===== src/shared/lag_consts.svh =====
// Purpose: Offsets, field positions and constants of the locality access gate
// Assumes: 12-bit register offset inside one locality window, byte-wide data
// Notes:   Definitions only
`ifndef LAG_CONSTS_SVH
`define LAG_CONSTS_SVH

// ************************************************************
// Register offsets
// ************************************************************
`define LAG_OFS_ACCESS    12'h000
`define LAG_OFS_INT_EN    12'h008
`define LAG_OFS_INT_VEC   12'h00c
`define LAG_OFS_INT_STS   12'h010
`define LAG_OFS_CAPAB     12'h014
`define LAG_OFS_STS_LO    12'h018
`define LAG_OFS_STS_HI    12'h01b
`define LAG_OFS_FIFO      12'h024
`define LAG_OFS_HASH_END  12'h020
`define LAG_OFS_HASH_DAT  12'h024
`define LAG_OFS_HASH_BEG  12'h028
`define LAG_OFS_CFG_LO    12'hf00
`define LAG_OFS_CFG_HI    12'hfff

// ************************************************************
// Localities, fields and fixed values
// ************************************************************
`define LAG_LOC_HASH      3'h4
`define LAG_LOC_LAST_STD  3'h3
`define LAG_ACC_REQ_BIT   1
`define LAG_ACC_REL_BIT   5
`define LAG_BLOCKED_DATA  8'hff
`define LAG_RESET_LOC     3'h0

`endif


===== src/shared/lag_pkg.sv =====
// Purpose: Types of the locality access gate
// Assumes: Constants come from lag_consts.svh
// Notes:   Structs carry one host access and its outcome
package lag_pkg;

  typedef enum logic [3:0] {
    LAG_CL_NONE, LAG_CL_ACCESS, LAG_CL_INT_EN, LAG_CL_INT_VEC, LAG_CL_INT_STS,
    LAG_CL_CAPAB, LAG_CL_STS, LAG_CL_FIFO, LAG_CL_CFG,
    LAG_CL_HASH_BEG, LAG_CL_HASH_DAT, LAG_CL_HASH_END
  } lag_class_type;

  typedef struct packed {
    logic        valid;
    logic        write;
    logic [2:0]  loc;
    logic [11:0] addr;
    logic [7:0]  wdata;
  } lag_req_type;

  typedef struct packed {
    logic        valid;
    logic [7:0]  rdata;
  } lag_rsp_type;

  typedef struct packed {
    logic        access;
    logic        sts;
    logic        fifo;
    logic        int_en;
    logic        int_vec;
    logic        int_clr;
    logic        cfg;
    logic [11:0] addr;
    logic [7:0]  wdata;
  } lag_wr_type;

  typedef struct packed {
    logic        beg;
    logic        dat;
    logic        fin;
    logic [7:0]  wdata;
  } lag_hash_type;

  typedef struct packed {
    logic        valid;
    logic [2:0]  loc;
  } lag_active_type;

endpackage


===== src/hw/lag_decode.sv =====
// Purpose: Map a locality and offset to a register class
// Assumes: Hash registers exist only in the locality 4 window
// Notes:   Purely combinational
`timescale 1ns/1ps
`include "lag_consts.svh"
module lag_decode
  import lag_pkg::*;
(
  input  wire logic [2:0]    loc_in,
  input  wire logic [11:0]   addr_in,
  output lag_class_type      class_out
);
  wire is_hash_loc = (loc_in == `LAG_LOC_HASH);
  wire is_std_loc  = (loc_in <= `LAG_LOC_LAST_STD);
  wire in_sts      = (addr_in >= `LAG_OFS_STS_LO) && (addr_in <= `LAG_OFS_STS_HI);
  wire in_cfg      = (addr_in >= `LAG_OFS_CFG_LO) && (addr_in <= `LAG_OFS_CFG_HI);

  // Locality 4 only reaches the hash registers
  assign class_out =
    is_hash_loc ? ((addr_in == `LAG_OFS_HASH_BEG) ? LAG_CL_HASH_BEG :
                   (addr_in == `LAG_OFS_HASH_DAT) ? LAG_CL_HASH_DAT :
                   (addr_in == `LAG_OFS_HASH_END) ? LAG_CL_HASH_END : LAG_CL_NONE) :
    !is_std_loc ? LAG_CL_NONE :
    (addr_in == `LAG_OFS_ACCESS)  ? LAG_CL_ACCESS  :
    (addr_in == `LAG_OFS_INT_EN)  ? LAG_CL_INT_EN  :
    (addr_in == `LAG_OFS_INT_VEC) ? LAG_CL_INT_VEC :
    (addr_in == `LAG_OFS_INT_STS) ? LAG_CL_INT_STS :
    (addr_in == `LAG_OFS_CAPAB)   ? LAG_CL_CAPAB   :
    (addr_in == `LAG_OFS_FIFO)    ? LAG_CL_FIFO    :
    in_sts ? LAG_CL_STS : in_cfg ? LAG_CL_CFG : LAG_CL_NONE;
endmodule


===== src/hw/lag_abort_det.sv =====
// Purpose: Flag a change of the active locality during command execution
// Assumes: Active locality changes only on clock edges
// Notes:   Combinational flag, registered by the caller
`timescale 1ns/1ps
module lag_abort_det
  import lag_pkg::*;
(
  input  wire logic           mclk_in,
  input  wire logic           arst_n_in,
  input  lag_active_type      active_in,
  input  wire logic           cmd_exec_in,
  output logic                change_out
);
  lag_active_type prev_q;

  always_ff @(posedge mclk_in or negedge arst_n_in) begin
    if (!arst_n_in) begin
      prev_q <= '0;
    end else begin
      prev_q <= active_in;
    end
  end

  // Compare against last cycle so a change is seen exactly once
  assign change_out = cmd_exec_in && (prev_q != active_in);
endmodule


===== src/hw/lag_gate.sv =====
// Purpose: Locality gating of host accesses to the interface register set
// Assumes: Register file answers reads combinationally on req_in.addr
// Notes:   One request per cycle, answered on the next edge
//
// Contract
// - Abort the executing command whenever the active locality changes.
// - Ordinary register gating covers localities 0 to 3; locality 4 only hash.
// - Active locality reading the data FIFO gets genuine response data.
// - Active locality writes reach data FIFO and status register.
// - Non-active locality: status and FIFO read FFh, writes discarded.
// - Access and capability registers read true from localities 0 to 3; access writable.
// - Interrupt and configuration registers readable by localities 0 to 3, writable by active only.
// - Active write to interrupt status clears indications, not stores.
// - Hash start accepted when none or locality 4 active; sets locality 4.
// - Hash data and end only while 4 active; end releases; reads FFh.
`timescale 1ns/1ps
`include "lag_consts.svh"
module lag_gate
  import lag_pkg::*;
(
  input  wire logic           mclk_in,
  input  wire logic           arst_n_in,
  input  lag_req_type         req_in,
  input  wire logic [7:0]     reg_rdata_in,
  input  wire logic           cmd_exec_in,
  output lag_rsp_type         rsp_out,
  output lag_wr_type          wr_out,
  output lag_hash_type        hash_out,
  output lag_active_type      active_out,
  output logic                abort_out
);

  // ************************************************************
  // Decode
  // ************************************************************
  lag_class_type cls;
  lag_active_type act_q;
  lag_active_type act_d;
  logic          loc_change;

  lag_decode u_decode (
    .loc_in    (req_in.loc),
    .addr_in   (req_in.addr),
    .class_out (cls)
  );

  wire rd        = req_in.valid && !req_in.write;
  wire wr        = req_in.valid && req_in.write;
  wire is_active = act_q.valid && (act_q.loc == req_in.loc);
  wire none_act  = !act_q.valid;
  wire hash_act  = act_q.valid && (act_q.loc == `LAG_LOC_HASH);

  // Registers that follow the active locality for both read and write
  wire cls_owned = (cls == LAG_CL_STS) || (cls == LAG_CL_FIFO);
  // Registers readable by any of localities 0 to 3
  wire cls_open  = (cls == LAG_CL_ACCESS) || (cls == LAG_CL_CAPAB) ||
                   (cls == LAG_CL_INT_EN) || (cls == LAG_CL_INT_VEC) ||
                   (cls == LAG_CL_INT_STS) || (cls == LAG_CL_CFG);
  // Hash registers and unmapped offsets never reveal data
  wire rd_true   = rd && (cls_open || (cls_owned && is_active));

  // ************************************************************
  // Write steering
  // ************************************************************
  wire w_sts     = wr && is_active && (cls == LAG_CL_STS);
  wire w_fifo    = wr && is_active && (cls == LAG_CL_FIFO);
  wire w_int_en  = wr && is_active && (cls == LAG_CL_INT_EN);
  wire w_int_vec = wr && is_active && (cls == LAG_CL_INT_VEC);
  wire w_int_clr = wr && is_active && (cls == LAG_CL_INT_STS);
  wire w_cfg     = wr && is_active && (cls == LAG_CL_CFG);
  wire w_access  = wr && (cls == LAG_CL_ACCESS);
  wire h_beg     = wr && (cls == LAG_CL_HASH_BEG) && (none_act || hash_act);
  wire h_dat     = wr && (cls == LAG_CL_HASH_DAT) && hash_act;
  wire h_fin     = wr && (cls == LAG_CL_HASH_END) && hash_act;

  wire acc_req   = w_access && req_in.wdata[`LAG_ACC_REQ_BIT];
  wire acc_rel   = w_access && req_in.wdata[`LAG_ACC_REL_BIT] && is_active;

  // ************************************************************
  // Active locality
  // ************************************************************
  // Release wins over a grant in the same write, so a locality cannot
  // relinquish and reclaim in one access.
  always_comb begin
    act_d = act_q;
    if (h_fin || acc_rel) begin
      act_d.valid = 1'b0;
    end else if (h_beg && none_act) begin
      act_d.valid = 1'b1;
      act_d.loc   = `LAG_LOC_HASH;
    end else if (acc_req && none_act) begin
      act_d.valid = 1'b1;
      act_d.loc   = req_in.loc;
    end
  end

  lag_abort_det u_abort (
    .mclk_in     (mclk_in),
    .arst_n_in   (arst_n_in),
    .active_in   (act_q),
    .cmd_exec_in (cmd_exec_in),
    .change_out  (loc_change)
  );

  // ************************************************************
  // Output registers
  // ************************************************************
  always_ff @(posedge mclk_in or negedge arst_n_in) begin
    if (!arst_n_in) begin
      act_q     <= '{valid: 1'b0, loc: `LAG_RESET_LOC};
      rsp_out   <= '0;
      wr_out    <= '0;
      hash_out  <= '0;
      abort_out <= 1'b0;
    end else begin
      act_q             <= act_d;
      rsp_out.valid     <= rd;
      rsp_out.rdata     <= rd_true ? reg_rdata_in : `LAG_BLOCKED_DATA;
      wr_out.access     <= w_access;
      wr_out.sts        <= w_sts;
      wr_out.fifo       <= w_fifo;
      wr_out.int_en     <= w_int_en;
      wr_out.int_vec    <= w_int_vec;
      wr_out.int_clr    <= w_int_clr;
      wr_out.cfg        <= w_cfg;
      wr_out.addr       <= req_in.addr;
      wr_out.wdata      <= req_in.wdata;
      hash_out.beg      <= h_beg;
      hash_out.dat      <= h_dat;
      hash_out.fin      <= h_fin;
      hash_out.wdata    <= req_in.wdata;
      abort_out         <= loc_change;
    end
  end

  assign active_out = act_q;
endmodule


===== config.mk =====
export PLATFORM = sky130hd
export DESIGN_NAME = lag_gate
export DESIGN_NICKNAME = d
export VERILOG_FILES = /design/src/shared/lag_pkg.sv /design/src/hw/lag_decode.sv /design/src/hw/lag_abort_det.sv /design/src/hw/lag_gate.sv
export VERILOG_INCLUDE_DIRS = /design/src /design/src/shared
export SDC_FILE = /design/constraint.sdc
export NUM_CORES = 1
export LEC_CHECK = 0
export BUFFER_PORTS_ARGS = -buffer_cell sky130_fd_sc_hd__buf_4
export CELL_PAD_IN_SITES_DETAIL_PLACEMENT = 1
export CELL_PAD_IN_SITES_GLOBAL_PLACEMENT = 2
export CORE_ASPECT_RATIO = 1.25
export CORE_MARGIN = 2
export CORE_UTILIZATION = 31
export CTS_CLUSTER_SIZE = 24
export DETAILED_ROUTE_END_ITERATION = 10
export GPL_TIMING_DRIVEN = 0
export PLACE_DENSITY_LB_ADDON = 0.2
export SLEW_MARGIN = 10
export SYNTH_ARGS = -nofsm -noshare
export SYNTH_HDL_FRONTEND = slang
export SYNTH_SLANG_ARGS = --single-unit

===== constraint.sdc =====
create_clock -name mclk_in -period 6.4 [get_ports mclk_in]
set_clock_uncertainty 0.1 [all_clocks]
set_input_delay 0.64 -clock mclk_in [delete_from_list [all_inputs] [get_ports mclk_in]]
set_output_delay 0.64 -clock mclk_in [all_outputs]
set_load 0.05 [all_outputs]

==> results.sh, run 1 <==
export IMPL_min_period_ps=2370
export IMPL_ant_nets=0
export IMPL_ios=88
export IMPL_final_cell_mix="94 x buf_4, 48 x dfrtp_1, 10 x nor2_1"
export IMPL_worstMarginPinSlew_ps=595
export IMPL_hold_buffers=0
export IMPL_crit_type="input port to flip-flop"
export IMPL_setup_viol=0
export IMPL_placed_area_sq_mm=0.00271
export IMPL_endpoint_kind="flip-flop"
export IMPL_r2r_cells=6
export IMPL_yosysWarnings=0
export IMPL_drv_cap=0
export IMPL_die_area_sq_mm=0.00696
export IMPL_antenna_found_initial=0
export IMPL_fin_total_pwr_mw=0.625
export IMPL_synth_top_flop_cell="dfrtp_1"
export IMPL_cp_cell_sequence="buf_4, nor4_4, nand3_2, o21ai_2, o21bai_1, nor4b_4, mux2_4"
export IMPL_cts_setup_buffers=0
export IMPL_area_growth_pct=44.2
export IMPL_die_height_um=92.7
export IMPL_period_share_pct=37.0
export IMPL_synth_edf_count=0
export IMPL_layout_nets=279
export IMPL_rsz0062_at_grt="false"
export IMPL_grt_overflow_total=0
export IMPL_vias_per_cell=4.46
export IMPL_drive_above_1_share_pct=49.6
export IMPL_clock_sinks=48
export IMPL_fin_cells=329
export IMPL_final_common_cell="buf_4"
export IMPL_crit_slowest_cell="nor4_4"
export IMPL_cp_max_fo=5
export IMPL_fin_area_sq_mm=0.00282
export IMPL_drt_total_wl_um=4470
export IMPL_synth_area_sq_mm=0.00195
export IMPL_clk_pin_slew_ps=90
export IMPL_crit_path_start_kind="input port"
export IMPL_first_pass_iters=4
export IMPL_grt_max_degree=49
export IMPL_grt_pass1_vias=1475
export IMPL_slew_headroom_pct=60.3
export IMPL_cts_buffer_depth=2
export IMPL_hold_viol=0
export IMPL_cts_buffers=5
export IMPL_arrival_ps=2460
export IMPL_seq_area_frac_synth_pct=61.5
export IMPL_antenna_diode_count=0
export IMPL_dp_cells=321
export IMPL_place_congestion=0.722
export IMPL_grt_pass1_wl_um=6930
export IMPL_wl_per_cell_um=13.6
export IMPL_synth_area_top_cells="dfrtp_1 61%, xor2_1 3.6%, buf_4 3.1%"
export IMPL_maxSlewViolCount=0
export IMPL_ys_seq_elements=48
export IMPL_cts_tree="built"
export IMPL_required_ps=6490
export IMPL_fp_dieW_um=75.0
export IMPL_track_usage_pct=13.2
export IMPL_clock_root_buffer="clkbuf_8"
export IMPL_hpwlAfterDp_um=3400
export IMPL_r2r_start="active_out[1]"
export IMPL_syn_area_per_cell_sq_um=13.0
export IMPL_yosysTopAreaCell="dfrtp_1"
export IMPL_syn_inst=150
export IMPL_power_density_mw_per_mm2=222
export IMPL_synth_top_area_share_pct=61.5
export IMPL_async_flop_share_pct=100
export IMPL_ir_drop_v=0.0000889
export IMPL_r2r_end="active_out[3]"
export IMPL_synth_fp_nets=186
export IMPL_first_iter_violations=22
export IMPL_htree_levels=2
export IMPL_endpoint="active_out[0]"
export IMPL_finalSetupTns_ps=0
export IMPL_crit_start="req_in[18]"
export IMPL_timing_fmax_mhz=422
export IMPL_coreArea_sq_mm=0.00613
export IMPL_ys_types=46
export IMPL_reg2reg_slack_ps=4160
export IMPL_status="completed"
export IMPL_vias=1466
export IMPL_port_buffers=86
export IMPL_worstSkewPairLatency_ps=300
export IMPL_start_util_pct=31.9
export IMPL_drc_errors=0
export IMPL_p_leak_nw=1.29
export IMPL_worst_hold_path_type="input port to async pin"
export IMPL_cts_resized=0
export IMPL_cp_slowest_stage_delay_ps=380
export IMPL_core_rowCount=32
==> metrics by stage <==
step	util (%)	hold WS, ps	setup slack (ps)
CTS	46.0	260	4020
floorplan	-	244	4030
detailed placement	44.2	306	3700
global placement	44.2	299	3720
global route	46.0	290	3910
finish	46.0	232	4030
==> synth_stat cells (2+ instances only) <==
cell	count
a21oi_2	3
buf_4	8
dfrtp_1	48
inv_1	5
mux2_4	2
nand2_1	8
nand3b_1	8
nand4_1	3
nor2_1	10
nor2b_1	3
nor3_1	5
nor4_1	2
o21ai_0	4
or3_1	2
xor2_1	8
==> critical path, delay by kind of cell <==
kind / cells / cell delay [ps]
buf+inv: 1 / 130
compound gates: 2 / 410
simple gates: 3 / 950
mux: 1 / 330
==> sequential cells by signal, indices dropped and copies added, names as in the netlist <==
name and count:
wr_out 19, hash_out 11, rsp_out 9, active_out 4, u_abort.prev_q 4, abort_out 1
==> report_power, final <==
part	internal (mW)	total (mW)	switching, mW
sequential	0.310	0.313	0.00262
combinational	0.0354	0.0959	0.0606
clock	0.116	0.216	0.101
total	0.461	0.625	0.164
==> worst min path at each step <==
stage	slack (ps)	end	cells past startpoint
after global routing	290	wr_out[15]	1
after CTS	260	wr_out[15]	1
after detailed placement	310	u_abort.prev_q[3]	0
final	230	wr_out[15]	1
after floorplan	240	abort_out	0
after global placement	300	u_abort.prev_q[3]	0
==> logic make-up after synthesis <==
group | count (synthesis) | synth area share, %
AOI/OAI and AO/OA | 21 | 9.48
xor gates and xnor gates | 8 | 3.59
buffers and inverters | 17 | 5.25
DFF | 48 | 61.5
muxes | 2 | 1.54
and+or+nand+nor | 54 | 18.6
==> final cells by class <==
class	count	area [sq um]
fill	665	3310
multi-input combinational	85	649
timing repair buffer	86	646
clock inverter	3	42.5
sequential	48	1200
buffer	12	83.8
clock buffer	5	68.8
inverter	5	18.8
tap	85	106
==> per-layer routing <==
metal	part of all wire, %	GRT usage (%)
met5	0	0
met4	1.4	5.80
met2	52	22.7
met1	38	15.5
met3	7.8	2.72
(Power assumes the default switching activity.)
==> inputs of run 2 (changes only) <==
Settings changed: ABC_AREA from default to 1, CORE_UTILIZATION 31 to 24.
Clock period 6.4 ns to 2.1 ns, I/O delays scaled along.
==> results.sh, run 2 <==
export IMPL_drt_total_wl_um=5630
export IMPL_period_share_pct=95.4
export IMPL_required_ps=2200
export IMPL_whs_ps=14.2
export IMPL_min_from="cmd_exec_in"
export IMPL_synth_top_family_by_area="simple AND/OR/NAND/NOR gates"
export IMPL_cp_max_fo=5
export IMPL_worstMarginPinSlew_ps=595
export IMPL_synth_area_top_cells="dfrtp_1 59%, nand3_1 5.9%, inv_1 5.9%"
export IMPL_clk_pin_slew_ps=90
export IMPL_die_height_um=107
export IMPL_antenna_found_initial=0
export IMPL_synth_top_flop_cell="dfrtp_1"
export IMPL_synthMuxAreaShare_pct=0
export IMPL_reg2reg_slack_ps=240
export IMPL_endpoint="active_out[2]"
export IMPL_worst_hold_path_type="input port to flip-flop"
export IMPL_final_cell_mix="102 x buf_4, 48 x dfrtp_1, 32 x inv_1"
export IMPL_fillCellCount=920
export IMPL_grt_max_degree=49
export IMPL_synth_adder_area_share_pct=0
export IMPL_r2r_end="active_out[3]"
export IMPL_timing_fmax_mhz=499
export IMPL_yosys_top_cells_count="48 x dfrtp_1, 32 x inv_1, 29 x nand2_1, 24 x nand3_1, 15 x nor2_1"
export IMPL_syn_area_per_cell_sq_um=9.91
export IMPL_crit_slowest_cell="dlygate4sd3_1"
export IMPL_clock_sinks=48
export IMPL_wl_per_cell_um=13.0
export IMPL_yosysMostFrequentCell="dfrtp_1"
export IMPL_min_period_ps=2000
export IMPL_area_growth_pct=68.0
export IMPL_die_area_sq_mm=0.00918
export IMPL_port_buffers=87
export IMPL_arrival_ps=2110
export IMPL_ys_seq_elements=48
export IMPL_dp_cells=388
export IMPL_vias=1814
export IMPL_final_common_cell="buf_4"
export IMPL_first_pass_iters=4
export IMPL_track_usage_pct=12.8
export IMPL_place_congestion=0.720
export IMPL_syn_inst=204
export IMPL_worst_path_buf_inv=3
export IMPL_start_util_pct=24.7
export IMPL_core_rowCount=37
export IMPL_coreArea_sq_mm=0.00819
export IMPL_async_flop_share_pct=100
export IMPL_ios=88
export IMPL_use_met1_pct=14.5
export IMPL_synthXorXnorAreaFrac_pct=3.03
export IMPL_cts_buffers=5
export IMPL_cp_slowest_stage_delay_ps=530
export IMPL_antenna_diode_count=0
export IMPL_crit_start="req_in[12]"
export IMPL_yosysWarnings=0
export IMPL_synthSimpleGateAreaFrac_pct=24.8
export IMPL_vias_per_cell=4.18
export IMPL_reg_top3="wr_out (19), hash_out (11), rsp_out (9)"
export IMPL_ant_nets=0
export IMPL_status="completed"
export IMPL_r2r_cells=7
export IMPL_synth_edf_count=0
export IMPL_clock_root_buffer="clkbuf_8"
export IMPL_busiest_layer="met2"
export IMPL_cp_cell_sequence="dlygate4sd3_1, buf_4, inv_1, nand2_2, nor2_4, o21ai_2, nand3_2, nand2_2, nand2_2, nand2_4, nor2_4, nand4_4, a21boi_2"
export IMPL_cts_buffer_depth=2
export IMPL_fin_total_pwr_mw=2.19
export IMPL_yosysTopAreaCell="dfrtp_1"
export IMPL_crit_type="input port to flip-flop"
export IMPL_crit_path_start_kind="input port"
export IMPL_use_met3_pct=2.77
export IMPL_synth_top_area_share_pct=59.4
export IMPL_power_density_mw_per_mm2=646
export IMPL_grt_util_met2_pct=23.0
export IMPL_cts_tree="built"
export IMPL_htree_levels=2
export IMPL_slew_headroom_pct=60.2
export IMPL_seq_area_frac_synth_pct=59.4
export IMPL_setup_viol=0
export IMPL_hpwlAfterDp_um=3970
export IMPL_hold_viol=0
export IMPL_place_ws_ps=170
export IMPL_grt_pass1_wl_um=9070
export IMPL_worstSkewPairLatency_ps=300
export IMPL_regMostFlops="wr_out"
export IMPL_endpoint_kind="flip-flop"
export IMPL_r2r_start="active_out[3]"
export IMPL_critPathMostFrequentCell="nand2_2"
export IMPL_grt_pass1_vias=1931
export IMPL_grt_overflow_total=0
export IMPL_fp_dieW_um=86.1
export IMPL_drv_cap=0
export IMPL_cp_num_cells=13
export IMPL_maxSlewViolCount=0
export IMPL_drive_above_1_share_pct=46.3
export IMPL_fin_cells=434
export IMPL_cp_top_family="simple AND/OR/NAND/NOR gates"
export IMPL_synth_area_sq_mm=0.00202
export IMPL_first_iter_violations=37
export IMPL_p_leak_nw=1.70
export IMPL_synth_compound_area_share_pct=3.28
export IMPL_drc_errors=0
export IMPL_ir_drop_v=0.000246
export IMPL_largest_reg_flops=19
export IMPL_setup_slack_ps=96.1
export IMPL_ys_types=29
export IMPL_synth_fp_nets=240
export IMPL_rsz0062_at_grt="true"
export IMPL_layout_nets=372
export IMPL_finalSetupTns_ps=0
==> run 2: cell types whose count changed after synthesis, moves of 5 or more <==
cell      change
inv_1        +27
nand2_1      +21
nand2_2       +5
nand3_1      +23
nand3b_1      -8
nor2_1        +5
nor2_2        +6
==> run 2: worst min-delay path by stage <==
| stage | to | depth (start not counted) |
|---|---|---|
| final | abort_out | 2 |
| after detailed placement | abort_out | 1 |
| after floorplan | abort_out | 0 |
| after global placement | abort_out | 1 |
| after CTS | abort_out | 2 |
| after global routing | abort_out | 2 |
==> run 2: cell families after synthesis <==
| logic type | Yosys count |
|---|---|
| and+or+nand+nor | 97 |
| AOI/OAI and AO/OA | 9 |
| xor gates and xnor gates | 7 |
| buffers and inverters | 43 |
| DFF | 48 |
==> run 2: routing by layer <==
layer / vias to the layer above / wire length [um]
met5: - / 0
met4: 0 / 98
met3: 6 / 334
met2: 61 / 2980
met1: 859 / 2220
li1: 888 / -
==> run 2: through the flow <==
stage / util (%) / cell area, sq um
6_report: 41.5 / 3400
3_5_place_dp: 34.1 / 2800
4_1_cts: 38.9 / 3180
2_1_floorplan: - / 2020
3_3_place_gp: 34.1 / 2800
5_1_grt: 41.5 / 3400
==> run 2: timing repair <==
| item | CTS | global route |
|---|---|---|
| setup endpoints to repair | 0 | 13 |
| resized for setup | 0 | 35 |
| buffers inserted | 0 | 9 |
| hold buffers | 29 | 0 |
| hold endpoints to repair | 76 | 0 |
==> run 2: final cells by class <==
class	count	area (sq um)	area share (%)
Clock inverter	2	15.0	0.442
Inverter	35	134	3.94
Sequential cell	48	1200	35.4
Tap cell	97	121	3.57
Timing Repair Buffer	125	1020	30.1
Buffer	8	60.1	1.77
Multi-Input combinational cell	113	759	22.4
Clock buffer	6	82.6	2.43
==> run 2: where the power goes <==
part / total [mW] / internal [mW] / switching, mW
clock: 0.585 / 0.267 / 0.318
combinational: 0.574 / 0.222 / 0.352
sequential: 1.04 / 0.984 / 0.0521
total: 2.19 / 1.47 / 0.723
==> inputs of run 3 (changes only) <==
Settings changed: GPL_TIMING_DRIVEN 0 to 1.
==> results.sh, run 3 (synthesis gave the netlist of run 2 again) <==
export IMPL_grt_overflow_total=0
export IMPL_ant_nets=0
export IMPL_start_util_pct=24.7
export IMPL_cts_buffers=5
export IMPL_grt_pass1_vias=1863
export IMPL_first_pass_iters=4
export IMPL_min_from="reg_rdata_in[6]"
export IMPL_reg_top3="wr_out (19), hash_out (11), rsp_out (9)"
export IMPL_die_area_sq_mm=0.00918
export IMPL_switchingPower_mw=0.712
export IMPL_cts_buffer_depth=2
export IMPL_place_ws_ps=186
export IMPL_grt_pass1_wl_um=8800
export IMPL_slew_headroom_pct=59.9
export IMPL_min_period_ps=1970
export IMPL_endpoint_kind="flip-flop"
export IMPL_required_ps=2170
export IMPL_worstSkewPairLatency_ps=300
export IMPL_worst_hold_path_type="input port to flip-flop"
export IMPL_hold_viol=0
export IMPL_dp_cells=383
export IMPL_crit_start="req_in[13]"
export IMPL_setup_viol=0
export IMPL_worstMarginPinSlew_ps=600
export IMPL_power_density_mw_per_mm2=711
export IMPL_clock_root_buffer="clkbuf_8"
export IMPL_arrival_ps=2040
export IMPL_period_share_pct=93.9
export IMPL_port_buffers=87
export IMPL_drv_cap=0
export IMPL_fin_util_pct=40.8
export IMPL_grt_max_degree=49
export IMPL_cts_tree="built"
export IMPL_antenna_diode_count=0
export IMPL_largest_reg_flops=19
export IMPL_place_congestion=0.779
export IMPL_clock_sinks=48
export IMPL_r2r_start="active_out[2]"
export IMPL_antenna_found_initial=0
export IMPL_coreArea_sq_mm=0.00819
export IMPL_cp_max_fo=8
export IMPL_p_seq_share_pct=43.2
export IMPL_top_layer="met4"
export IMPL_p_leak_nw=1.68
export IMPL_final_cell_mix="94 x buf_4, 48 x dfrtp_1, 29 x inv_1"
export IMPL_p_comb_share_pct=24.0
export IMPL_first_iter_violations=32
export IMPL_crit_path_start_kind="input port"
export IMPL_layout_nets=360
export IMPL_drive_above_1_share_pct=47.2
export IMPL_fin_area_sq_mm=0.00335
export IMPL_wl_per_cell_um=13.2
export IMPL_area_growth_pct=65.5
export IMPL_ir_drop_v=0.000229
export IMPL_hpwlAfterDp_um=4100
export IMPL_routed_wl_met2_um=2970
export IMPL_timing_fmax_mhz=507
export IMPL_drt_total_wl_um=5540
export IMPL_vias_per_cell=4.27
export IMPL_final_common_cell="buf_4"
export IMPL_htree_levels=2
export IMPL_wl_met1_um=2170
export IMPL_wl_met3_um=316
export IMPL_clk_pin_slew_ps=90
export IMPL_ios=88
export IMPL_crit_type="input port to flip-flop"
export IMPL_fp_dieW_um=86.1
export IMPL_core_rowCount=37
export IMPL_fin_cells=421
export IMPL_whs_ps=3.35
export IMPL_placed_area_sq_mm=0.00276
export IMPL_power_frac_clock_pct=32.8
export IMPL_drc_errors=0
export IMPL_status="completed"
export IMPL_p_sw_share_pct=30.0
export IMPL_die_height_um=107
export IMPL_regMostFlops="wr_out"
export IMPL_vias=1796
export IMPL_track_usage_pct=12.2
export IMPL_maxSlewViolCount=0
export IMPL_intPower_mw=1.67
export IMPL_setup_slack_ps=128
-- run 3: power by group through the flow --
stage               registers, mW  clock network [mW]  logic (mW)
finish                       1.03               0.780       0.570
global route                 1.04               0.848       0.610
CTS                          1.03               0.808       0.556
detailed placement           1.05                   0       0.517
global placement             1.05                   0       0.513
floorplan                    1.20                   0       0.152
-- run 3: path summary, 6_finish.rpt --
check	endpoint	slack (ps)	cells after the start
min in group asynchronous	abort_out	350	2
worst max register to register	active_out[3]	320	8
worst max-delay path	rsp_out[5]	130	14
max in group asynchronous	wr_out[13]	1140	2
worst min-delay path	rsp_out[6]	3	3
worst min register to register	u_abort.prev_q[1]	440	0
-- run 3: repair_timing --
action                                  4_1_cts  5_1_grt
resized for setup                             0       43
setup buffers                                 0        8
hold buffers                                 25        0
endpoints found under the hold margin        72        0
endpoints found under the setup margin        0       15
-- run 3: through the flow --
stage,setup TNS (ps),power (mW)
after floorplan,0,1.35
after global placement,0,1.56
after detailed placement,0,1.57
after CTS,0,2.39
after global routing,-57.1,2.49
final,0,2.38
-- run 3: layout make-up --
class / count / area (sq um)
Inverter: 35 / 131
Fill cell: 945 / 4850
Sequential cell: 48 / 1200
Timing Repair Buffer: 121 / 988
Clock inverter: 2 / 60.1
Multi-Input combinational cell: 113 / 774
Tap cell: 97 / 121
Clock buffer: 5 / 68.8
-- run 3: per-layer routing --
| metal | vias to the layer above | global-route usage [%] |
|---|---|---|
| li1 | 863 | - |
| met1 | 864 | 13.7 |
| met2 | 61 | 22.4 |
| met3 | 8 | 2.39 |
| met4 | 0 | 4.42 |
| met5 | - | 0 |
-- run 3: worst max-delay path, cell delays in order --
cell	delay, ps
dlygate4sd3_1	540
buf_4	160
inv_2	50
nand2_1	60
nor2_2	110
nand4_1	160
nand3_2	160
inv_2	50
nor2_4	160
nand3_2	100
nand2_2	70
inv_2	40
nand2_4	100
nand3_1	80
